### config.mk
export PLATFORM = sky130hd
export DESIGN_NAME = system_clock_generator
export DESIGN_NICKNAME = d
export VERILOG_FILES = /design/src/shared/clock_gen_pkg.sv /design/src/system_clock_generator.sv
export SDC_FILE = /design/constraint.sdc
export NUM_CORES = 1
export LEC_CHECK = 0
export BUFFER_PORTS_ARGS = -buffer_cell sky130_fd_sc_hd__buf_2
export CAP_MARGIN = 20
export CORE_MARGIN = 10
export CORE_UTILIZATION = 40
export DETAILED_ROUTE_END_ITERATION = 10
export SETUP_SLACK_MARGIN = 0.3
export SLEW_MARGIN = 20
export SYNTH_ARGS = -nofsm -noshare
export SYNTH_HDL_FRONTEND = slang
export SYNTH_SLANG_ARGS = --single-unit
export TNS_END_PERCENT = 30
### constraint.sdc
create_clock -name clk_i -period 2.9 [get_ports clk_i]
set_input_delay 0.145 -clock clk_i [delete_from_list [all_inputs] [get_ports clk_i]]
set_output_delay 0.145 -clock clk_i [all_outputs]
set_load 0.05 [all_outputs]
### src/shared/clock_gen_pkg.sv
// Shared constants and types for the system clock generator
package clock_gen_pkg;

    // ********************************************
    // Register map
    // ********************************************
    localparam logic [7:0] REG_CTRL = 8'h00;
    localparam logic [7:0] REG_OSC = 8'h04;
    localparam logic [7:0] REG_TRIM = 8'h08;
    localparam logic [7:0] REG_TRIM_MID = 8'h0C;
    localparam logic [7:0] REG_TRIM_LOW = 8'h10;
    localparam logic [7:0] REG_PROTECT = 8'h14;
    localparam logic [7:0] REG_STATUS = 8'h18;

    // Reset values and the full stop detect setting
    localparam logic [9:0] CTRL_RESET = 10'h010;
    localparam logic [7:0] OSC_RESET = 8'h20;
    localparam logic [1:0] DETECT_FULL = 2'h3;

    // Main clock loss timeout
    localparam int STOP_DETECT_NS = 10000;
    localparam int CLK_PERIOD_NS = 40;
    localparam int STOP_DETECT_CYCLES = STOP_DETECT_NS / CLK_PERIOD_NS;

    // Source index in the oscillator arrays
    localparam int SRC_MAIN = 0;
    localparam int SRC_SUB = 1;
    localparam int SRC_LOW = 2;
    localparam int SRC_HIGH = 3;

    // ********************************************
    // Types
    // ********************************************
    typedef struct packed {
        logic cpu_divide_field_high;
        logic cpu_divide_field_low;
        logic low_speed_osc_off;
        logic main_pin_function;
        logic sub_feedback_resistor_ctrl;
        logic cpu_divide_by_eight;
        logic main_osc_stop;
        logic sub_pin_function;
        logic periph_clock_stop_in_wait;
        logic external_source_sub;
    } ctrl_t;

    typedef struct packed {
        logic stop_detect_interrupt_enable;
        logic stop_detect_enable;
        logic system_source_select;
        logic [2:0] hs_osc_divide_field;
        logic int_osc_select_fast;
        logic hs_osc_on;
    } osc_t;

    typedef struct packed {
        logic div32;
        logic div8;
        logic div4;
        logic div2;
        logic div1;
    } prescale_t;

    typedef enum logic [4:0] {
        MODE_NONE = 5'h01,
        MODE_HS_EXT = 5'h02,
        MODE_LS_EXT = 5'h04,
        MODE_HS_INT = 5'h08,
        MODE_LS_INT = 5'h10
    } clock_mode_t;

    typedef enum logic [2:0] {
        PWR_RUN = 3'h1,
        PWR_WAIT = 3'h2,
        PWR_STOP = 3'h4
    } power_state_t;

endpackage

### src/system_clock_generator.sv
// System clock generator: oscillator gating, source select, dividers, power modes
//
// Implementation choices: the Wishbone register port and the register addresses.
`timescale 1ns/10ps
`default_nettype none
module system_clock_generator #(
    parameter logic [7:0] TRIM_MID_VALUE = 8'h80,
    parameter logic [7:0] TRIM_LOW_VALUE = 8'h60
) (
    // Clock and reset
    input wire logic clk_i,
    input wire logic rst_i,
    // Wishbone slave
    input wire logic cyc_i,
    input wire logic stb_i,
    input wire logic we_i,
    input wire logic [7:0] adr_i,
    input wire logic [3:0] sel_i,
    input wire logic [31:0] dat_i,
    output logic [31:0] dat_o,
    output logic ack_o,
    // Raw oscillator outputs, asynchronous
    input wire logic main_oscillator_clock_i,
    input wire logic sub_oscillator_clock_i,
    input wire logic ls_osc_clock_i,
    input wire logic hs_osc_clock_i,
    // Power requests and count source protect from the core, on clk_i
    input wire logic wait_request_i,
    input wire logic stop_request_i,
    input wire logic wake_i,
    input wire logic count_source_protect_i,
    // Oscillator controls
    output logic main_osc_enable_o,
    output logic sub_osc_enable_o,
    output logic ls_osc_enable_o,
    output logic hs_osc_enable_o,
    output logic sub_feedback_connect_o,
    output logic [7:0] hs_osc_trim_o,
    // Generated clocks
    output logic cpu_clock_o,
    output var clock_gen_pkg::prescale_t prescaled_periph_clocks_o,
    output logic int_osc_periph_clock_o,
    output logic fast_timer_clock_o,
    output logic converter_clock_o,
    output logic watchdog_detector_clock_o,
    output logic calendar_timer_clock_o,
    output logic general_timer_sub_clock_o,
    // Mode report
    output var clock_gen_pkg::clock_mode_t clock_mode_o,
    output var clock_gen_pkg::power_state_t power_state_o
);

    // ********************************************
    // Declarations
    // ********************************************
    clock_gen_pkg::ctrl_t ctrl;
    clock_gen_pkg::osc_t osc;
    clock_gen_pkg::power_state_t pwr;
    clock_gen_pkg::clock_mode_t next_mode;
    logic [7:0] trim;
    logic protect;
    logic [3:0] src_raw;
    logic [3:0] src_run;
    logic [3:0] src_lvl;
    logic [3:0] src_rise;
    logic src_meta [4];
    logic src_sync [4];
    logic src_prev [4];
    logic [7:0] src_cnt [4];
    logic hs_div_lvl;
    logic int_lvl;
    logic [1:0] sys_sel;
    logic [1:0] sys_want;
    logic sys_lvl;
    logic sys_prev;
    logic [4:0] sys_cnt;
    logic [2:0] cpu_code;
    logic [2:0] cpu_want;
    logic cpu_lvl;
    logic cpu_fresh;
    logic stopped;
    logic main_lost;
    logic [15:0] miss_cnt;
    logic acc;
    logic wr;
    logic [15:0] wmask;
    logic [31:0] next_dat;

    // Tap of a ripple counter: code 0 is the source itself
    function automatic logic tap(input logic [7:0] c, input logic s, input logic [2:0] k);
        tap = (k == 3'h0) ? s : c[k - 3'h1];
    endfunction

    // Level of a system source by its select code
    function automatic logic pick(input logic [1:0] sel, input logic [3:0] lvl,
                                  input logic il);
        case (sel)
            2'h0: pick = lvl[clock_gen_pkg::SRC_MAIN];
            2'h1: pick = lvl[clock_gen_pkg::SRC_SUB];
            2'h2: pick = lvl[clock_gen_pkg::SRC_LOW];
            default: pick = il;
        endcase
    endfunction

    // ********************************************
    // Oscillator gating and synchronisers
    // ********************************************
    assign stopped = (pwr == clock_gen_pkg::PWR_STOP);
    assign src_raw = {hs_osc_clock_i, ls_osc_clock_i, sub_oscillator_clock_i,
                      main_oscillator_clock_i};

    // Which oscillators may run
    always_comb begin
        src_run[clock_gen_pkg::SRC_HIGH] = osc.hs_osc_on & ~stopped;
        src_run[clock_gen_pkg::SRC_LOW] = (~ctrl.low_speed_osc_off | count_source_protect_i)
                                          & ~stopped;
        src_run[clock_gen_pkg::SRC_SUB] = ctrl.external_source_sub & ctrl.sub_pin_function
                                          & ~stopped;
        src_run[clock_gen_pkg::SRC_MAIN] = ctrl.main_pin_function & ~ctrl.main_osc_stop
                                           & ~stopped;
    end

    // Two flops per oscillator, then a counter of its rising edges
    generate
        for (genvar i = 0; i < 4; i++) begin : g_src
            always_ff @(posedge clk_i) begin
                if (rst_i) begin
                    src_meta[i] <= 1'b0;
                    src_sync[i] <= 1'b0;
                    src_prev[i] <= 1'b0;
                    src_cnt[i] <= 8'h00;
                end else begin
                    src_meta[i] <= src_raw[i];
                    src_sync[i] <= src_meta[i];
                    src_prev[i] <= src_sync[i];
                    if (!src_run[i]) begin
                        src_cnt[i] <= 8'h00;
                    end else if (src_rise[i]) begin
                        src_cnt[i] <= src_cnt[i] + 8'h01;
                    end
                end
            end
            assign src_lvl[i] = src_sync[i] & src_run[i];
            assign src_rise[i] = src_sync[i] & ~src_prev[i];
        end
    endgenerate

    assign hs_div_lvl = tap(src_cnt[clock_gen_pkg::SRC_HIGH], src_lvl[clock_gen_pkg::SRC_HIGH],
                            osc.hs_osc_divide_field);
    assign int_lvl = osc.int_osc_select_fast ? hs_div_lvl : src_lvl[clock_gen_pkg::SRC_LOW];

    // ********************************************
    // System clock and CPU divider
    // ********************************************
    // source select
    // The fast/slow internal choice is a select code too, so it swaps glitch-free
    assign sys_want = osc.system_source_select ? {1'b1, osc.int_osc_select_fast}
                                               : {1'b0, ctrl.external_source_sub};
    assign sys_lvl = pick(sys_sel, src_lvl, hs_div_lvl);

    always_comb begin
        if (ctrl.cpu_divide_by_eight) begin
            cpu_want = 3'h3;
        end else begin
            case ({ctrl.cpu_divide_field_high, ctrl.cpu_divide_field_low})
                2'h0: cpu_want = 3'h0;
                2'h1: cpu_want = 3'h1;
                2'h2: cpu_want = 3'h2;
                default: cpu_want = 3'h4;
            endcase
        end
    end
    assign cpu_lvl = (cpu_code == 3'h0) ? sys_lvl : sys_cnt[cpu_code - 3'h1];

    // switch only while low
    // A source that has died high never lets this pass; loss detection overrides it.
    always_ff @(posedge clk_i) begin
        if (rst_i) begin
            sys_sel <= 2'h2;
        end else if (sys_want != sys_sel) begin
            if ((!sys_lvl || main_lost) && !pick(sys_want, src_lvl, hs_div_lvl)) begin
                sys_sel <= sys_want;
            end
        end
    end

    always_ff @(posedge clk_i) begin
        if (rst_i) begin
            cpu_code <= 3'h3;
        end else if (cpu_want != cpu_code && !cpu_lvl) begin
            if (cpu_want == 3'h0 ? !sys_lvl : !sys_cnt[cpu_want - 3'h1]) begin
                cpu_code <= cpu_want;
            end
        end
    end

    // System edge counter feeding CPU and peripheral taps
    always_ff @(posedge clk_i) begin
        if (rst_i) begin
            sys_prev <= 1'b0;
            sys_cnt <= 5'h00;
        end else begin
            sys_prev <= sys_lvl;
            if (sys_lvl && !sys_prev) begin
                sys_cnt <= sys_cnt + 5'h01;
            end
        end
    end

    // ********************************************
    // Power state and main clock loss
    // ********************************************
    // run, wait, stop
    always_ff @(posedge clk_i) begin
        if (rst_i) begin
            pwr <= clock_gen_pkg::PWR_RUN;
        end else begin
            case (pwr)
                clock_gen_pkg::PWR_RUN: begin
                    if (stop_request_i) begin
                        pwr <= clock_gen_pkg::PWR_STOP;
                    end else if (wait_request_i) begin
                        pwr <= clock_gen_pkg::PWR_WAIT;
                    end
                end
                clock_gen_pkg::PWR_WAIT,
                clock_gen_pkg::PWR_STOP: begin
                    if (wake_i) begin
                        pwr <= clock_gen_pkg::PWR_RUN;
                    end
                end
                default: pwr <= clock_gen_pkg::PWR_RUN;
            endcase
        end
    end

    // Main clock counted as lost after a timeout with no edge
    always_ff @(posedge clk_i) begin
        if (rst_i) begin
            miss_cnt <= 16'h0000;
            main_lost <= 1'b0;
        end else if (!osc.stop_detect_enable || src_rise[clock_gen_pkg::SRC_MAIN]) begin
            miss_cnt <= 16'h0000;
            main_lost <= 1'b0;
        end else if (miss_cnt == 16'(clock_gen_pkg::STOP_DETECT_CYCLES)) begin
            main_lost <= 1'b1;
        end else begin
            miss_cnt <= miss_cnt + 16'h0001;
        end
    end

    always_comb begin
        next_mode = clock_gen_pkg::MODE_NONE;
        if (!osc.system_source_select) begin
            if (!ctrl.external_source_sub && ctrl.main_pin_function && !ctrl.main_osc_stop) begin
                next_mode = clock_gen_pkg::MODE_HS_EXT;
            end else if (ctrl.external_source_sub && ctrl.sub_pin_function) begin
                next_mode = clock_gen_pkg::MODE_LS_EXT;
            end
        end else if (osc.int_osc_select_fast && osc.hs_osc_on) begin
            next_mode = clock_gen_pkg::MODE_HS_INT;
        end else if (!osc.int_osc_select_fast && !ctrl.low_speed_osc_off) begin
            next_mode = clock_gen_pkg::MODE_LS_INT;
        end
    end

    // ********************************************
    // Wishbone register access
    // ********************************************
    assign acc = cyc_i & stb_i & ~ack_o;
    // Write lands on the edge at which the master sees ack
    assign wr = cyc_i & stb_i & we_i & ack_o;
    assign wmask = {{8{sel_i[1]}}, {8{sel_i[0]}}};

    // Ack one cycle after the request, dropped the cycle after
    always_ff @(posedge clk_i) begin
        if (rst_i) begin
            ack_o <= 1'b0;
        end else begin
            ack_o <= acc;
        end
    end

    // Read mux; unmapped offsets read zero
    always_comb begin
        next_dat = 32'h0000_0000;
        case (adr_i)
            clock_gen_pkg::REG_CTRL: next_dat[9:0] = ctrl;
            clock_gen_pkg::REG_OSC: next_dat[7:0] = osc;
            clock_gen_pkg::REG_TRIM: next_dat[7:0] = trim;
            clock_gen_pkg::REG_TRIM_MID: next_dat[7:0] = TRIM_MID_VALUE;
            clock_gen_pkg::REG_TRIM_LOW: next_dat[7:0] = TRIM_LOW_VALUE;
            clock_gen_pkg::REG_PROTECT: next_dat[0] = protect;
            clock_gen_pkg::REG_STATUS: next_dat[8:0] = {main_lost, pwr, next_mode};
            default: next_dat = 32'h0000_0000;
        endcase
    end

    always_ff @(posedge clk_i) begin
        if (rst_i) begin
            dat_o <= 32'h0000_0000;
        end else if (acc) begin
            dat_o <= next_dat;
        end
    end

    // Protect bit itself is always writable
    always_ff @(posedge clk_i) begin
        if (rst_i) begin
            protect <= 1'b0;
        end else if (wr && sel_i[0] && adr_i == clock_gen_pkg::REG_PROTECT) begin
            protect <= dat_i[0];
        end
    end

    // Control registers; hardware sets land after software writes
    always_ff @(posedge clk_i) begin
        if (rst_i) begin
            ctrl <= clock_gen_pkg::CTRL_RESET;
            osc <= clock_gen_pkg::OSC_RESET;
            trim <= TRIM_MID_VALUE;
        end else begin
            if (wr && protect) begin
                if (adr_i == clock_gen_pkg::REG_CTRL) begin
                    ctrl <= (ctrl & ~wmask[9:0]) | (dat_i[9:0] & wmask[9:0]);
                end
                if (adr_i == clock_gen_pkg::REG_OSC && sel_i[0]) begin
                    osc <= dat_i[7:0];
                end
                if (adr_i == clock_gen_pkg::REG_TRIM && sel_i[0]) begin
                    trim <= dat_i[7:0];
                end
            end
            if (pwr == clock_gen_pkg::PWR_RUN && stop_request_i
                && next_mode == clock_gen_pkg::MODE_HS_EXT) begin
                ctrl.cpu_divide_by_eight <= 1'b1;
            end
            if (main_lost && {osc.stop_detect_interrupt_enable, osc.stop_detect_enable}
                == clock_gen_pkg::DETECT_FULL) begin
                osc.system_source_select <= 1'b1;
            end
        end
    end

    // ********************************************
    // Registered outputs
    // ********************************************
    always_ff @(posedge clk_i) begin
        if (rst_i) begin
            main_osc_enable_o <= 1'b0;
            sub_osc_enable_o <= 1'b0;
            ls_osc_enable_o <= 1'b0;
            hs_osc_enable_o <= 1'b0;
            sub_feedback_connect_o <= 1'b0;
            hs_osc_trim_o <= 8'h00;
            clock_mode_o <= clock_gen_pkg::MODE_NONE;
            power_state_o <= clock_gen_pkg::PWR_RUN;
        end else begin
            main_osc_enable_o <= src_run[clock_gen_pkg::SRC_MAIN];
            sub_osc_enable_o <= src_run[clock_gen_pkg::SRC_SUB];
            ls_osc_enable_o <= src_run[clock_gen_pkg::SRC_LOW];
            hs_osc_enable_o <= src_run[clock_gen_pkg::SRC_HIGH];
            sub_feedback_connect_o <= ctrl.sub_feedback_resistor_ctrl & ~stopped;
            hs_osc_trim_o <= trim;
            clock_mode_o <= next_mode;
            power_state_o <= pwr;
        end
    end

    // Clock outputs; all low in reset
    always_ff @(posedge clk_i) begin
        if (rst_i) begin
            cpu_clock_o <= 1'b0;
            cpu_fresh <= 1'b0;
            prescaled_periph_clocks_o <= 5'h00;
            int_osc_periph_clock_o <= 1'b0;
            fast_timer_clock_o <= 1'b0;
            converter_clock_o <= 1'b0;
            watchdog_detector_clock_o <= 1'b0;
            calendar_timer_clock_o <= 1'b0;
            general_timer_sub_clock_o <= 1'b0;
        end else begin
            // CPU clock halts in wait and stop
            // every level stands at least two cycles
            if (!cpu_fresh) begin
                cpu_clock_o <= cpu_lvl & (pwr == clock_gen_pkg::PWR_RUN);
            end
            // Gating or a killed source could otherwise cut a one-cycle runt
            cpu_fresh <= !cpu_fresh
                         && ((cpu_lvl & (pwr == clock_gen_pkg::PWR_RUN)) != cpu_clock_o);
            if (pwr == clock_gen_pkg::PWR_WAIT && ctrl.periph_clock_stop_in_wait) begin
                prescaled_periph_clocks_o <= 5'h00;
            end else begin
                prescaled_periph_clocks_o <= {sys_cnt[4], sys_cnt[2], sys_cnt[1],
                                              sys_cnt[0], sys_lvl};
            end
            int_osc_periph_clock_o <= int_lvl;
            fast_timer_clock_o <= src_lvl[clock_gen_pkg::SRC_HIGH];
            converter_clock_o <= src_lvl[clock_gen_pkg::SRC_HIGH];
            watchdog_detector_clock_o <= src_lvl[clock_gen_pkg::SRC_LOW];
            calendar_timer_clock_o <= src_cnt[clock_gen_pkg::SRC_SUB][1];
            general_timer_sub_clock_o <= src_cnt[clock_gen_pkg::SRC_SUB][4];
        end
    end

endmodule
`default_nettype wire
==> metrics.txt, run 1 <==
# TYPE chip_impl_metric gauge
chip_impl_info{name="status",value="completed"} 1
chip_impl_info{name="clock_tree_from_tritoncts",value="yes"} 1
chip_impl_metric{name="gp_congestion",unit=""} 0.8876
chip_impl_metric{name="route.antenna.remaining_nets",unit=""} 0
chip_impl_metric{name="final.period_utilization",unit="%"} 85.43
chip_impl_metric{name="drv_cap",unit=""} 0
chip_impl_metric{name="layout.filler_cells",unit=""} 1359
chip_impl_metric{name="cp_slowest_stage_delay",unit="ns"} 0.50
chip_impl_metric{name="yosysSeqAreaShare",unit="%"} 45.79
chip_impl_metric{name="htree_num_levels",unit=""} 4
chip_impl_info{name="worstReg2RegStart",value="osc[3]"} 1
chip_impl_metric{name="grt_pass1_vias",unit=""} 4637
chip_impl_metric{name="vdd.ir_drop.worst",unit="mV"} 0.4056
chip_impl_metric{name="postSynthCellCount",unit=""} 611
chip_impl_metric{name="maxClockFrequency",unit="GHz"} 0.4036
chip_impl_info{name="top_usage_layer_grt",value="met2"} 1
chip_impl_metric{name="clk-insertion-delay-late",unit="ns"} 0.42
chip_impl_metric{name="setup-violations-final",unit=""} 0
chip_impl_info{name="criticalPathCategory",value="flip-flop to flip-flop"} 1
chip_impl_metric{name="antenna_found_initial",unit=""} 0
chip_impl_metric{name="crit_required",unit="ns"} 3.20
chip_impl_metric{name="antenna-diode-count",unit=""} 0
chip_impl_info{name="cp-end-kind",value="flip-flop"} 1
chip_impl_metric{name="place_area",unit="mm^2"} 0.006230
chip_impl_metric{name="syn_to_final_growth",unit="%"} 18.86
chip_impl_metric{name="grt_max_degree",unit=""} 82
chip_impl_metric{name="fin_ws",unit="ns"} 0.4225
chip_impl_metric{name="dr_total_vias",unit=""} 4706
chip_impl_info{name="critical_path.slowest_cell",value="sky130_fd_sc_hd__mux4_2"} 1
chip_impl_metric{name="post-route-util",unit="%"} 49.03
chip_impl_metric{name="r2r_setup_slack",unit="ns"} 0.42
chip_impl_info{name="setup_repair_after_global_routing_missed_its_margin",value="no"} 1
chip_impl_metric{name="fp.dieW",unit="um"} 140.3
chip_impl_metric{name="core_area",unit="mm^2"} 0.01404
chip_impl_metric{name="max-slew-margin-rel",unit="%"} 42.45
chip_impl_metric{name="gr-usage-met3",unit="%"} 5.341
chip_impl_metric{name="final_nets",unit=""} 765
chip_impl_metric{name="drcViolationCount",unit=""} 0
chip_impl_metric{name="maxSlewViolCount",unit=""} 0
chip_impl_metric{name="period_needed",unit="ns"} 2.477
chip_impl_info{name="critical_path.cell_chain",value="inv_1 > ha_2 > mux4_2 > nand2b_1 > a21oi_2 > o211a_2 > nor4_1 > mux2_1"} 1
chip_impl_info{name="min-delay-start",value="dat_i[1]"} 1
chip_impl_metric{name="clk_transition_reported_paths",unit="ns"} 0.05
chip_impl_metric{name="post_drt_via_cell_ratio",unit=""} 5.312
chip_impl_metric{name="fp-row-count",unit=""} 43
chip_impl_metric{name="area_share_of_the_largest_cell_type_after_synthesis",unit="%"} 39.05
chip_impl_metric{name="place.detailed.hpwl",unit="um"} 11010
chip_impl_metric{name="routed_wire_length_per_instance",unit="um"} 16.98
chip_impl_metric{name="largest_fanout_on_the_critical_path",unit=""} 9
chip_impl_metric{name="start_util",unit="%"} 41.25
chip_impl_info{name="yosys_most_used_dff",value="sky130_fd_sc_hd__dfxtp_1"} 1
chip_impl_metric{name="detailedRoute.firstIterationViolations",unit=""} 307
chip_impl_metric{name="pwr_cell_area",unit="mW/mm^2"} 611.8
chip_impl_metric{name="die_h",unit="um"} 140.3
chip_impl_metric{name="drt_wl_total",unit="um"} 15050
chip_impl_metric{name="final_hold_viol_count",unit=""} 0
chip_impl_metric{name="final_design_area_no_fill",unit="mm^2"} 0.006885
chip_impl_metric{name="post_synth_arst_share",unit="%"} 0
chip_impl_info{name="root_buffer",value="sky130_fd_sc_hd__clkbuf_16"} 1
chip_impl_metric{name="ys_seq_elements",unit=""} 126
chip_impl_metric{name="min_delay_path_depth",unit=""} 3
chip_impl_metric{name="worstMarginPinSlew",unit="ns"} 0.8633
chip_impl_metric{name="placement.setup.worst_slack",unit="ns"} 0.2416
chip_impl_metric{name="synth.yosys.warnings",unit=""} 0
chip_impl_metric{name="grt_pass1_wl",unit="um"} 24180
chip_impl_metric{name="cts_buffer_depth",unit=""} 2
chip_impl_metric{name="global_route_track_usage_on_met2",unit="%"} 23.52
chip_impl_metric{name="fin_tns_setup",unit="ns"} 0
chip_impl_info{name="post-synth-top-area-cell",value="sky130_fd_sc_hd__dfxtp_1"} 1
chip_impl_metric{name="cts-buffers-inserted",unit=""} 17
chip_impl_metric{name="drive_above_1_share",unit="%"} 20.11
chip_impl_metric{name="drt_pass1_iterations",unit=""} 6
chip_impl_info{name="worst_hold_path_type",value="input port to flip-flop"} 1
chip_impl_metric{name="io_pins",unit=""} 123
chip_impl_metric{name="leftover_overflow_at_the_end_of_global_routing",unit=""} 0
chip_impl_metric{name="area_of_combinational_cells_with_multiple_inputs",unit="mm^2"} 0.002848
chip_impl_info{name="yosys-top-cells-area",value="sky130_fd_sc_hd__dfxtp_1, sky130_fd_sc_hd__edfxtp_1, sky130_fd_sc_hd__mux2i_1"} 1
chip_impl_metric{name="synth_edf_count",unit=""} 13
chip_impl_info{name="start_kind",value="flip-flop"} 1
chip_impl_metric{name="timing.reg2reg.worst_path_depth",unit=""} 8
chip_impl_metric{name="yosys.cell_types.count",unit=""} 76
chip_impl_metric{name="crit_arrival",unit="ns"} 2.78
chip_impl_metric{name="cellLeakagePower",unit="nW"} 2.815
chip_impl_metric{name="cts.sink_count",unit=""} 126
chip_impl_metric{name="fin_worst_skew",unit="ns"} 0.01053
chip_impl_metric{name="portBuffers",unit=""} 76
chip_impl_metric{name="grt_use_total",unit="%"} 15.12
chip_impl_metric{name="floorplan.die_area",unit="mm^2"} 0.01970
chip_impl_metric{name="avgSynthCellArea",unit="um^2"} 9.481
chip_impl_metric{name="sequential_cell_area",unit="mm^2"} 0.002655
chip_impl_info{name="critical_path.reg2reg.endpoint",value="sys_cnt[4]"} 1
chip_impl_metric{name="grt.met1_usage",unit="%"} 18.73
chip_impl_metric{name="synthesis.area",unit="mm^2"} 0.005793
==> timing repair <==
| item | in CTS | in global routing |
|---|---|---|
| cloned | 0 | 0 |
| pin swaps | 1 | 1 |
| endpoints found under the setup margin | 5 | 14 |
| hold endpoints to repair | 9 | 0 |
| buffers inserted | 2 | 1 |
| hold buffers | 8 | 0 |
| gates resized for setup | 0 | 7 |
==> flip-flops by register name, indices dropped and copies added (netlist names), 2 cells and up, named ones only <==
name	count
miss_cnt	16
cpu_code	3
src_prev	3
trim	8
prescaled_periph_clocks_o	5
src_meta	4
power_state_o	3
clock_mode_o	5
src_sync	4
sys_sel	2
sys_cnt	5
pwr	3
hs_osc_trim_o	8
dat_o	10
osc	8
src_cnt	13
==> kinds of logic after synthesis <==
family / Yosys count / share of synthesized area [%]
other: 1 / 0.06473
xor gates and xnor gates: 22 / 3.326
DFF: 126 / 45.79
and+or+nand+nor: 248 / 22.29
AOI/OAI and AO/OA: 92 / 11.49
buffers and inverters: 71 / 6.803
muxes: 40 / 7.862
adders and majority gates: 11 / 2.376
==> power by group <==
| part | internal (mW) | switching [mW] |
|---|---|---|
| Sequential | 1.81 | 0.0483 |
| Combinational | 0.143 | 0.311 |
| Clock | 1.21 | 0.694 |
| Total | 3.16 | 1.05 |
==> area by class of cell <==
| cell class | count | area share (%) |
|---|---|---|
| multi-input combinational | 435 | 41.36 |
| sequential | 126 | 38.56 |
| timing repair buffer | 96 | 7.996 |
| inverter | 21 | 1.145 |
| clock inverter | 1 | 0.07269 |
| clock buffer | 27 | 7.596 |
| tap | 180 | 3.271 |
==> layer usage <==
metal  share of wire [%]  vias up
met4                 1.5        0
met3                 7.2       16
met5                   0        -
met2                  46      153
li1                    -     2295
met1                  45     2242
==> placed cells by master (no fill, tap or decap), types with 5 or more instances in the layout <==
cell type	instances
sky130_fd_sc_hd__clkbuf_8	6
sky130_fd_sc_hd__or3_1	6
sky130_fd_sc_hd__nand3_1	24
sky130_fd_sc_hd__clkbuf_16	17
sky130_fd_sc_hd__xor2_1	14
sky130_fd_sc_hd__inv_1	20
sky130_fd_sc_hd__a22oi_1	7
sky130_fd_sc_hd__dfxtp_1	111
sky130_fd_sc_hd__and2_1	7
sky130_fd_sc_hd__o211ai_1	6
sky130_fd_sc_hd__nand2b_1	8
sky130_fd_sc_hd__nor2_1	84
sky130_fd_sc_hd__o21ai_0	14
sky130_fd_sc_hd__buf_4	12
sky130_fd_sc_hd__and3_1	9
sky130_fd_sc_hd__ha_1	9
sky130_fd_sc_hd__buf_2	76
sky130_fd_sc_hd__a21oi_1	21
sky130_fd_sc_hd__nand4_1	5
sky130_fd_sc_hd__nor2b_1	28
sky130_fd_sc_hd__nor3_1	11
sky130_fd_sc_hd__mux2i_1	32
sky130_fd_sc_hd__conb_1	22
sky130_fd_sc_hd__xnor2_1	8
sky130_fd_sc_hd__a222oi_1	7
sky130_fd_sc_hd__edfxtp_1	13
sky130_fd_sc_hd__nand2_1	35
sky130_fd_sc_hd__dlygate4sd3_1	8
==> cells in the mapped netlist, types with 7 or more instances <==
cell / count
sky130_fd_sc_hd__ha_1: 11
sky130_fd_sc_hd__buf_4: 23
sky130_fd_sc_hd__edfxtp_1: 13
sky130_fd_sc_hd__nor2_1: 84
sky130_fd_sc_hd__dfxtp_1: 113
sky130_fd_sc_hd__nand2b_1: 8
sky130_fd_sc_hd__a21oi_1: 22
sky130_fd_sc_hd__nor2b_1: 28
sky130_fd_sc_hd__clkbuf_1: 15
sky130_fd_sc_hd__nor3_1: 11
sky130_fd_sc_hd__o21ai_0: 14
sky130_fd_sc_hd__a222oi_1: 7
sky130_fd_sc_hd__and2_1: 7
sky130_fd_sc_hd__xor2_1: 14
sky130_fd_sc_hd__xnor2_1: 8
sky130_fd_sc_hd__nand3_1: 24
sky130_fd_sc_hd__mux2i_1: 32
sky130_fd_sc_hd__inv_1: 20
sky130_fd_sc_hd__nand2_1: 35
sky130_fd_sc_hd__a22oi_1: 7
sky130_fd_sc_hd__and3_1: 9
==> per-stage QoR <==
stage | hold slack, ns | power [mW] | cells
2_1_floorplan | 0.2732 | 2.246 | 632
3_3_place_gp | 0.3573 | 2.307 | 847
3_5_place_dp | 0.3628 | 2.322 | 847
4_1_cts | 0.002994 | 4.246 | 885
5_1_grt | 0.01076 | 4.374 | 886
6_report | 0.01805 | 4.213 | 886
==> worst max-delay path: cells and delay by family (launching register included) <==
family | cells | cell delay, ns
AOI/OAI and AO/OA | 2 | 0.53
adders and majority gates | 1 | 0.30
buffers and inverters | 1 | 0.12
DFF | 1 | 0.33
muxes | 2 | 0.81
and+or+nand+nor | 2 | 0.26
==> worst max path at each step <==
stage	end	slack (ns)	startpoint
2_1_floorplan	sys_cnt[4]	0.48	osc[2]
3_3_place_gp	cpu_code[2]	0.33	osc[3]
3_5_place_dp	cpu_code[2]	0.24	osc[3]
4_1_cts	sys_cnt[4]	0.27	osc[3]
5_1_grt	sys_cnt[3]	0.31	osc[3]
6_report	sys_cnt[4]	0.42	osc[3]
(Power assumes the default switching activity.)
==> inputs of run 2 (changes only) <==
--- a/config.mk
+++ b/config.mk
@@ -5,7 +5,7 @@
 export SDC_FILE = /design/constraint.sdc
 export NUM_CORES = 1
 export LEC_CHECK = 0
-export BUFFER_PORTS_ARGS = -buffer_cell sky130_fd_sc_hd__buf_2
+export BUFFER_PORTS_ARGS = -buffer_cell sky130_fd_sc_hd__buf_4
 export CAP_MARGIN = 20
 export CORE_MARGIN = 10
 export CORE_UTILIZATION = 40
==> run 2 against run 1 <==
  * Clock skew grew 0.0047 ns
  * Clock power up 6%
  * First-iteration DRC count grew 35%
  * Highest routed layer unchanged
  * Critical path depth unchanged
  * Die area unchanged
  * Wire length rose by 0.22%
  * Via count increased by 0.66%
  * Maximum frequency fell by 0.33%
  * Flip-flop and latch count is the same
  * Non-clock buffer count up 7
==> metrics.txt, run 2 (synthesis gave the netlist of run 1 again) <==
# TYPE chip_impl_metric gauge
chip_impl_info{name="status",value="completed"} 1
chip_impl_metric{name="portBuffers",unit=""} 76
chip_impl_metric{name="final.period_utilization",unit="%"} 85.71
chip_impl_metric{name="period_needed",unit="ns"} 2.486
chip_impl_metric{name="maxSlewViolCount",unit=""} 0
chip_impl_metric{name="grt_max_degree",unit=""} 55
chip_impl_info{name="root_buffer",value="sky130_fd_sc_hd__clkbuf_16"} 1
chip_impl_metric{name="instances_no_fill",unit=""} 896
chip_impl_metric{name="layout.filler_cells",unit=""} 1319
chip_impl_metric{name="fin_tns_setup",unit="ns"} 0
chip_impl_metric{name="worstMarginPinSlew",unit="ns"} 0.7273
chip_impl_metric{name="drcViolationCount",unit=""} 0
chip_impl_metric{name="fin_worst_skew",unit="ns"} 0.01522
chip_impl_metric{name="core_area",unit="mm^2"} 0.01404
chip_impl_metric{name="start_util",unit="%"} 41.25
chip_impl_metric{name="final_nets",unit=""} 772
chip_impl_metric{name="drive_above_1_share",unit="%"} 20.67
chip_impl_metric{name="min_delay_path_depth",unit=""} 4
chip_impl_metric{name="dr_total_vias",unit=""} 4737
chip_impl_info{name="register_bank_with_the_most_flops",value="miss_cnt"} 1
chip_impl_metric{name="cts.sink_count",unit=""} 126
chip_impl_metric{name="grt_pass1_vias",unit=""} 4755
chip_impl_metric{name="cts-buffers-inserted",unit=""} 17
chip_impl_metric{name="maxClockFrequency",unit="GHz"} 0.4023
chip_impl_metric{name="fp.dieW",unit="um"} 140.3
chip_impl_metric{name="timing.critical_path.depth",unit=""} 8
chip_impl_metric{name="place.detailed.hpwl",unit="um"} 11040
chip_impl_metric{name="largest_fanout_on_the_critical_path",unit=""} 9
chip_impl_metric{name="cp_slowest_stage_delay",unit="ns"} 0.37
chip_impl_metric{name="cts_buffer_depth",unit=""} 2
chip_impl_metric{name="post_drt_via_cell_ratio",unit=""} 5.287
chip_impl_info{name="layout_commonest_cell",value="sky130_fd_sc_hd__dfxtp_1"} 1
chip_impl_info{name="worst_hold_path_type",value="input port to flip-flop"} 1
chip_impl_info{name="critical_path.cell_chain",value="inv_1 > ha_4 > nor2b_1 > a221oi_2 > a21oi_4 > o211a_4 > nor4_1 > mux2_1"} 1
chip_impl_metric{name="placement.setup.worst_slack",unit="ns"} 0.2318
chip_impl_metric{name="totalPowerFinal",unit="mW"} 4.368
chip_impl_info{name="criticalPathCategory",value="flip-flop to flip-flop"} 1
chip_impl_metric{name="io_pins",unit=""} 123
chip_impl_metric{name="floorplan.die_area",unit="mm^2"} 0.01970
chip_impl_metric{name="route.antenna.remaining_nets",unit=""} 0
chip_impl_info{name="cp-end-kind",value="flip-flop"} 1
chip_impl_info{name="top_regs",value="miss_cnt (16), src_cnt (13), dat_o (10)"} 1
chip_impl_metric{name="setup-violations-final",unit=""} 0
chip_impl_metric{name="clk_transition_reported_paths",unit="ns"} 0.06
chip_impl_metric{name="antenna_found_initial",unit=""} 0
chip_impl_metric{name="dp.cells",unit=""} 847
chip_impl_info{name="critical_path.slowest_cell",value="sky130_fd_sc_hd__a221oi_2"} 1
chip_impl_info{name="start_kind",value="flip-flop"} 1
chip_impl_info{name="setup_repair_after_global_routing_missed_its_margin",value="yes"} 1
chip_impl_metric{name="fin_ws",unit="ns"} 0.4143
chip_impl_metric{name="antenna-diode-count",unit=""} 0
chip_impl_metric{name="crit_required",unit="ns"} 3.20
chip_impl_metric{name="timing.reg2reg.worst_path_depth",unit=""} 8
chip_impl_metric{name="hold-worst-slack",unit="ns"} 0.01879
chip_impl_info{name="clock_tree_from_tritoncts",value="yes"} 1
chip_impl_info{name="critical_path.reg2reg.endpoint",value="sys_cnt[3]"} 1
chip_impl_metric{name="largest_register_ffs",unit=""} 16
chip_impl_metric{name="vdd.ir_drop.worst",unit="mV"} 0.3863
chip_impl_metric{name="grt_pass1_wl",unit="um"} 24510
chip_impl_metric{name="final_hold_viol_count",unit=""} 0
chip_impl_metric{name="drv_cap",unit=""} 0
chip_impl_metric{name="routed_wire_length_per_instance",unit="um"} 16.83
chip_impl_metric{name="detailedRoute.firstIterationViolations",unit=""} 414
chip_impl_info{name="hold_end",value="pwr[2]"} 1
chip_impl_metric{name="clk-insertion-delay-late",unit="ns"} 0.42
chip_impl_metric{name="htree_num_levels",unit=""} 4
chip_impl_metric{name="max-slew-margin-rel",unit="%"} 51.00
chip_impl_info{name="worstReg2RegStart",value="osc[3]"} 1
chip_impl_metric{name="fp-row-count",unit=""} 43
chip_impl_metric{name="drt_wl_total",unit="um"} 15080
chip_impl_metric{name="drt_pass1_iterations",unit=""} 6
chip_impl_metric{name="die_h",unit="um"} 140.3
chip_impl_metric{name="syn_to_final_growth",unit="%"} 24.62
chip_impl_metric{name="r2r_setup_slack",unit="ns"} 0.41
chip_impl_metric{name="worst-path-buf-inv",unit=""} 1
chip_impl_metric{name="cellLeakagePower",unit="nW"} 2.901
chip_impl_metric{name="crit_arrival",unit="ns"} 2.79
chip_impl_metric{name="gp_congestion",unit=""} 0.8748
chip_impl_info{name="min-delay-start",value="wake_i"} 1
chip_impl_metric{name="pwr_cell_area",unit="mW/mm^2"} 605.0
chip_impl_info{name="timing.critical_path.max_delay_family",value="compound AO/OA/AOI/OAI gates"} 1
chip_impl_info{name="commonest_non_fill_non_tap_cells_in_the_layout",value="sky130_fd_sc_hd__dfxtp_1, sky130_fd_sc_hd__buf_4, sky130_fd_sc_hd__nor2_1, sky130_fd_sc_hd__nand2_1, sky130_fd_sc_hd__mux2i_1"} 1
chip_impl_metric{name="leftover_overflow_at_the_end_of_global_routing",unit=""} 0
chip_impl_metric{name="grt_use_total",unit="%"} 15.27
run 2: cell types whose count changed in the layout (fill, tap and decap cells not counted), moves of 2 or more:
cell | before | now
sky130_fd_sc_hd__buf_2 | 76 | 0
sky130_fd_sc_hd__bufinv_16 | 0 | 2
sky130_fd_sc_hd__clkinv_2 | 1 | 6
sky130_fd_sc_hd__clkbuf_8 | 6 | 2
sky130_fd_sc_hd__dlygate4sd3_1 | 8 | 14
sky130_fd_sc_hd__buf_4 | 12 | 89
run 2: layout make-up:
type / instances / area [um^2] / area share [%]
timing repair buffer: 103 / 808.3 / 11.20
clock buffer: 23 / 467.9 / 6.482
clock inverter: 8 / 90.09 / 1.248
multi-input combinational: 435 / 2894 / 40.09
sequential: 126 / 2655 / 36.78
inverter: 21 / 78.83 / 1.092
tap: 180 / 225.2 / 3.120
run 2: tightest hold or removal path: stages:
cell and delay, ns:
sky130_fd_sc_hd__buf_4 0.09, sky130_fd_sc_hd__nor3_1 0.05, sky130_fd_sc_hd__nand2_1 0.06, sky130_fd_sc_hd__a21oi_1 0.05
run 2: where the power goes:
part	total [mW]	leakage (nW)	internal [mW]	switching, mW
clock network	2.02	0.280	1.29	0.730
logic	0.489	1.54	0.173	0.315
registers	1.86	1.08	1.81	0.0482
run 2: what timing repair did:
action                     4_1_cts  5_1_grt
setup buffers                    2        2
hold buffers                    14        0
hold endpoints to repair        26        0
pin swaps                        1        3
resized for setup                2       11
setup endpoints to repair        5        8
run 2: routing by layer:
layer  part of all wire (%)  up-vias  track usage [%]
met5                      0        -                0
met4                    1.6        0            5.870
met3                    6.8       19            4.632
met2                     47      149            24.66
met1                     44     2260            18.59
li1                       -     2309                -
run 2: through the flow:
| stage | utilization, % | area, um^2 |
|---|---|---|
| 2_1_floorplan | - | 5872 |
| 3_3_place_gp | 45.72 | 6420 |
| 3_5_place_dp | 45.72 | 6420 |
| 4_1_cts | 50.82 | 7137 |
| 5_1_grt | 51.41 | 7219 |
| 6_report | 51.41 | 7219 |
run 2: how the worst max path moves through the flow:
stage | from | end
6_report | osc[3] | sys_cnt[3]
5_1_grt | osc[3] | sys_cnt[3]
4_1_cts | flip-flop | cpu_code[2]
3_5_place_dp | osc[3] | cpu_code[2]
3_3_place_gp | osc[3] | cpu_code[2]
2_1_floorplan | osc[2] | sys_cnt[4]
==> inputs of run 3 (changes only) <==
--- a/config.mk
+++ b/config.mk
@@ -10,6 +10,7 @@
 export CORE_MARGIN = 10
 export CORE_UTILIZATION = 40
 export DETAILED_ROUTE_END_ITERATION = 10
+export PLACE_DENSITY = 0.59
 export SETUP_SLACK_MARGIN = 0.3
 export SLEW_MARGIN = 20
 export SYNTH_ARGS = -nofsm -noshare
==> run 3 against run 2 <==
  * Clock power is 12% higher
  * Non-clock buffer count shrank 1
  * Sequential power hardly changed
  * Largest power group unchanged
==> metrics.txt, run 3 (synthesis gave the netlist of run 1 again) <==
# TYPE chip_impl_metric gauge
chip_impl_metric{name="portBuffers",unit=""} 76
chip_impl_info{name="clock_tree_from_tritoncts",value="yes"} 1
chip_impl_metric{name="io_pins",unit=""} 123
chip_impl_metric{name="comb_power_share",unit="%"} 10.8
chip_impl_info{name="status",value="completed"} 1
chip_impl_info{name="commonest_non_fill_non_tap_cells_in_the_layout",value="sky130_fd_sc_hd__dfxtp_1, sky130_fd_sc_hd__buf_4, sky130_fd_sc_hd__nor2_1, sky130_fd_sc_hd__nand2_1, sky130_fd_sc_hd__mux2i_1"} 1
chip_impl_metric{name="pwr_cell_area",unit="mW/mm^2"} 633.5
chip_impl_info{name="worst_hold_path_type",value="input port to flip-flop"} 1
chip_impl_metric{name="timing.critical_path.depth",unit=""} 10
chip_impl_metric{name="fp.dieW",unit="um"} 140.3
chip_impl_metric{name="post_drt_via_cell_ratio",unit=""} 5.360
chip_impl_metric{name="crit_required",unit="ns"} 3.20
chip_impl_info{name="cp-end-kind",value="flip-flop"} 1
chip_impl_metric{name="floorplan.die_area",unit="mm^2"} 0.01970
chip_impl_metric{name="fp-row-count",unit=""} 43
chip_impl_metric{name="cp_slowest_stage_delay",unit="ns"} 0.51
chip_impl_metric{name="grt_pass1_vias",unit=""} 4786
chip_impl_info{name="setup_repair_after_global_routing_missed_its_margin",value="no"} 1
chip_impl_metric{name="drv_cap",unit=""} 0
chip_impl_info{name="criticalPathCategory",value="flip-flop to flip-flop"} 1
chip_impl_metric{name="fin_tns_setup",unit="ns"} 0
chip_impl_metric{name="routed_wire_length_per_instance",unit="um"} 17.04
chip_impl_metric{name="min_delay_path_depth",unit=""} 4
chip_impl_metric{name="dr_total_vias",unit=""} 4808
chip_impl_metric{name="share_seq_of_total_power",unit="%"} 40.3
chip_impl_metric{name="vdd.ir_drop.worst",unit="mV"} 0.4088
chip_impl_metric{name="cts.sink_count",unit=""} 126
chip_impl_metric{name="antenna-diode-count",unit=""} 0
chip_impl_metric{name="cellLeakagePower",unit="nW"} 2.931
chip_impl_info{name="critical_path.cell_chain",value="inv_1 > ha_2 > mux4_2 > nand2b_1 > a21oi_4 > o211ai_1 > buf_4 > buf_4 > a21oi_1 > o22ai_1"} 1
chip_impl_metric{name="final_hold_viol_count",unit=""} 0
chip_impl_info{name="timing.critical_path.mode_cell",value="sky130_fd_sc_hd__buf_4"} 1
chip_impl_info{name="timing.critical_path.max_delay_family",value="compound AO/OA/AOI/OAI gates"} 1
chip_impl_metric{name="period_needed",unit="ns"} 2.495
chip_impl_metric{name="largest_register_ffs",unit=""} 16
chip_impl_metric{name="grt_use_total",unit="%"} 15.66
chip_impl_metric{name="place.detailed.hpwl",unit="um"} 10920
chip_impl_metric{name="cts_buffer_depth",unit=""} 2
chip_impl_metric{name="detailedRoute.firstIterationViolations",unit=""} 434
chip_impl_info{name="root_buffer",value="sky130_fd_sc_hd__clkbuf_16"} 1
chip_impl_metric{name="setup-violations-final",unit=""} 0
chip_impl_metric{name="drive_above_1_share",unit="%"} 21.20
chip_impl_metric{name="area_of_combinational_cells_with_multiple_inputs",unit="mm^2"} 0.002889
chip_impl_metric{name="gp_congestion",unit=""} 0.8840
chip_impl_metric{name="final_nets",unit=""} 772
chip_impl_metric{name="grt_pass1_wl",unit="um"} 24940
chip_impl_metric{name="final.period_utilization",unit="%"} 86.04
chip_impl_metric{name="drcViolationCount",unit=""} 0
chip_impl_metric{name="worstMarginPinSlew",unit="ns"} 0.7896
chip_impl_info{name="start_kind",value="flip-flop"} 1
chip_impl_metric{name="internal-power",unit="mW"} 3.438
chip_impl_metric{name="route.antenna.remaining_nets",unit=""} 0
chip_impl_info{name="layout_commonest_cell",value="sky130_fd_sc_hd__dfxtp_1"} 1
chip_impl_metric{name="timing.reg2reg.worst_path_depth",unit=""} 10
chip_impl_metric{name="maxSlewViolCount",unit=""} 0
chip_impl_metric{name="clk_transition_reported_paths",unit="ns"} 0.06
chip_impl_metric{name="htree_num_levels",unit=""} 4
chip_impl_metric{name="clockPowerShare",unit="%"} 48.9
chip_impl_info{name="register_bank_with_the_most_flops",value="miss_cnt"} 1
chip_impl_metric{name="maxClockFrequency",unit="GHz"} 0.4008
chip_impl_metric{name="dp.cells",unit=""} 847
chip_impl_metric{name="drt_pass1_iterations",unit=""} 5
chip_impl_metric{name="fin_worst_skew",unit="ns"} 0.01122
chip_impl_metric{name="start_util",unit="%"} 41.25
chip_impl_info{name="critical_path.slowest_cell",value="sky130_fd_sc_hd__mux4_2"} 1
chip_impl_metric{name="p_switching",unit="mW"} 1.177
chip_impl_metric{name="crit_arrival",unit="ns"} 2.80
chip_impl_metric{name="instances_no_fill",unit=""} 897
chip_impl_metric{name="cts-buffers-inserted",unit=""} 17
chip_impl_metric{name="layout.filler_cells",unit=""} 1256
chip_impl_metric{name="totalPowerFinal",unit="mW"} 4.614
chip_impl_metric{name="largest_fanout_on_the_critical_path",unit=""} 7
chip_impl_metric{name="antenna_found_initial",unit=""} 0
chip_impl_metric{name="grt_max_degree",unit=""} 63
chip_impl_metric{name="clk-insertion-delay-late",unit="ns"} 0.43
chip_impl_metric{name="die_h",unit="um"} 140.3
chip_impl_metric{name="sequential_cell_area",unit="mm^2"} 0.002656
chip_impl_metric{name="max-slew-margin-rel",unit="%"} 46.97
chip_impl_info{name="top_regs",value="miss_cnt (16), src_cnt (13), dat_o (10)"} 1
chip_impl_metric{name="core_area",unit="mm^2"} 0.01404
chip_impl_metric{name="syn_to_final_growth",unit="%"} 25.72
chip_impl_metric{name="drt_wl_total",unit="um"} 15290
chip_impl_metric{name="post-route-util",unit="%"} 51.87
chip_impl_metric{name="leftover_overflow_at_the_end_of_global_routing",unit=""} 0
chip_impl_metric{name="sw_frac_of_total",unit="%"} 25.50
chip_impl_metric{name="worst-path-buf-inv",unit=""} 3
run 3: cell count changes in the layout (fill, tap and decap cells not counted), moves of 2 or more:
| cell | change |
|---|---|
| sky130_fd_sc_hd__clkbuf_1 | -4 |
| sky130_fd_sc_hd__clkinv_2 | -5 |
| sky130_fd_sc_hd__clkinv_4 | +3 |
| sky130_fd_sc_hd__clkinvlp_4 | +2 |
| sky130_fd_sc_hd__inv_4 | +3 |
run 3: routing by layer:
layer,GRT usage (%),routed length [um],vias to the layer above
met5,0,0,-
met4,6.685,310,0
met3,5.612,1178,21
met2,23.35,6898,170
met1,19.93,6900,2303
li1,-,-,2314
run 3: power by group through the flow:
stage	registers (mW)	logic [mW]	clock network (mW)
floorplan	1.94	0.306	0
global placement	1.89	0.443	0
detailed placement	1.89	0.454	0
CTS	1.85	0.489	2.30
global route	1.86	0.543	2.38
finish	1.86	0.499	2.26
run 3: area by class of cell:
cell class,count,share of cell area (%)
clock buffers,20,6.562
clock inverters,12,2.130
inverters,21,1.082
multi-input cells,436,39.67
flip-flops and latches,126,36.47
well taps,180,3.092
repair buffers,102,10.99
run 3: worst paths after layout:
check	to	startpoint	slack, ns
worst max register to register	cpu_clock_o	osc[2]	0.40
worst min register to register	src_sync[3]	src_meta[3]	0.44
worst min-delay path	pwr[2]	wake_i	0.02
worst max-delay path	cpu_clock_o	osc[2]	0.40
run 3: through the flow:
step                hold slack, ns  worst slack [ns]  cell area, um^2
floorplan                   0.2732            0.4800             5872
global placement            0.3562            0.2482             6420
detailed placement          0.3618            0.1849             6420
CTS                       0.004784            0.2912             7229
global route               0.04287            0.2839             7283
finish                     0.02091            0.4048             7283
run 3: worst register-to-register path, stage by stage (launching register included):
cell and delay (ns):
sky130_fd_sc_hd__dfxtp_2 0.35, sky130_fd_sc_hd__inv_1 0.13, sky130_fd_sc_hd__ha_2 0.31, sky130_fd_sc_hd__mux4_2 0.51, sky130_fd_sc_hd__nand2b_1 0.19, sky130_fd_sc_hd__a21oi_4 0.23
sky130_fd_sc_hd__o211ai_1 0.12, sky130_fd_sc_hd__buf_4 0.19, sky130_fd_sc_hd__buf_4 0.14, sky130_fd_sc_hd__a21oi_1 0.13, sky130_fd_sc_hd__o22ai_1 0.09
run 3: what timing repair did:
action | CTS | global route
endpoints found under the hold margin | 28 | 0
pin swaps | 1 | 0
gates cloned | 1 | 0
hold buffers | 14 | 0
gates resized for setup | 1 | 10
setup buffers | 3 | 0
setup endpoints to repair | 6 | 14
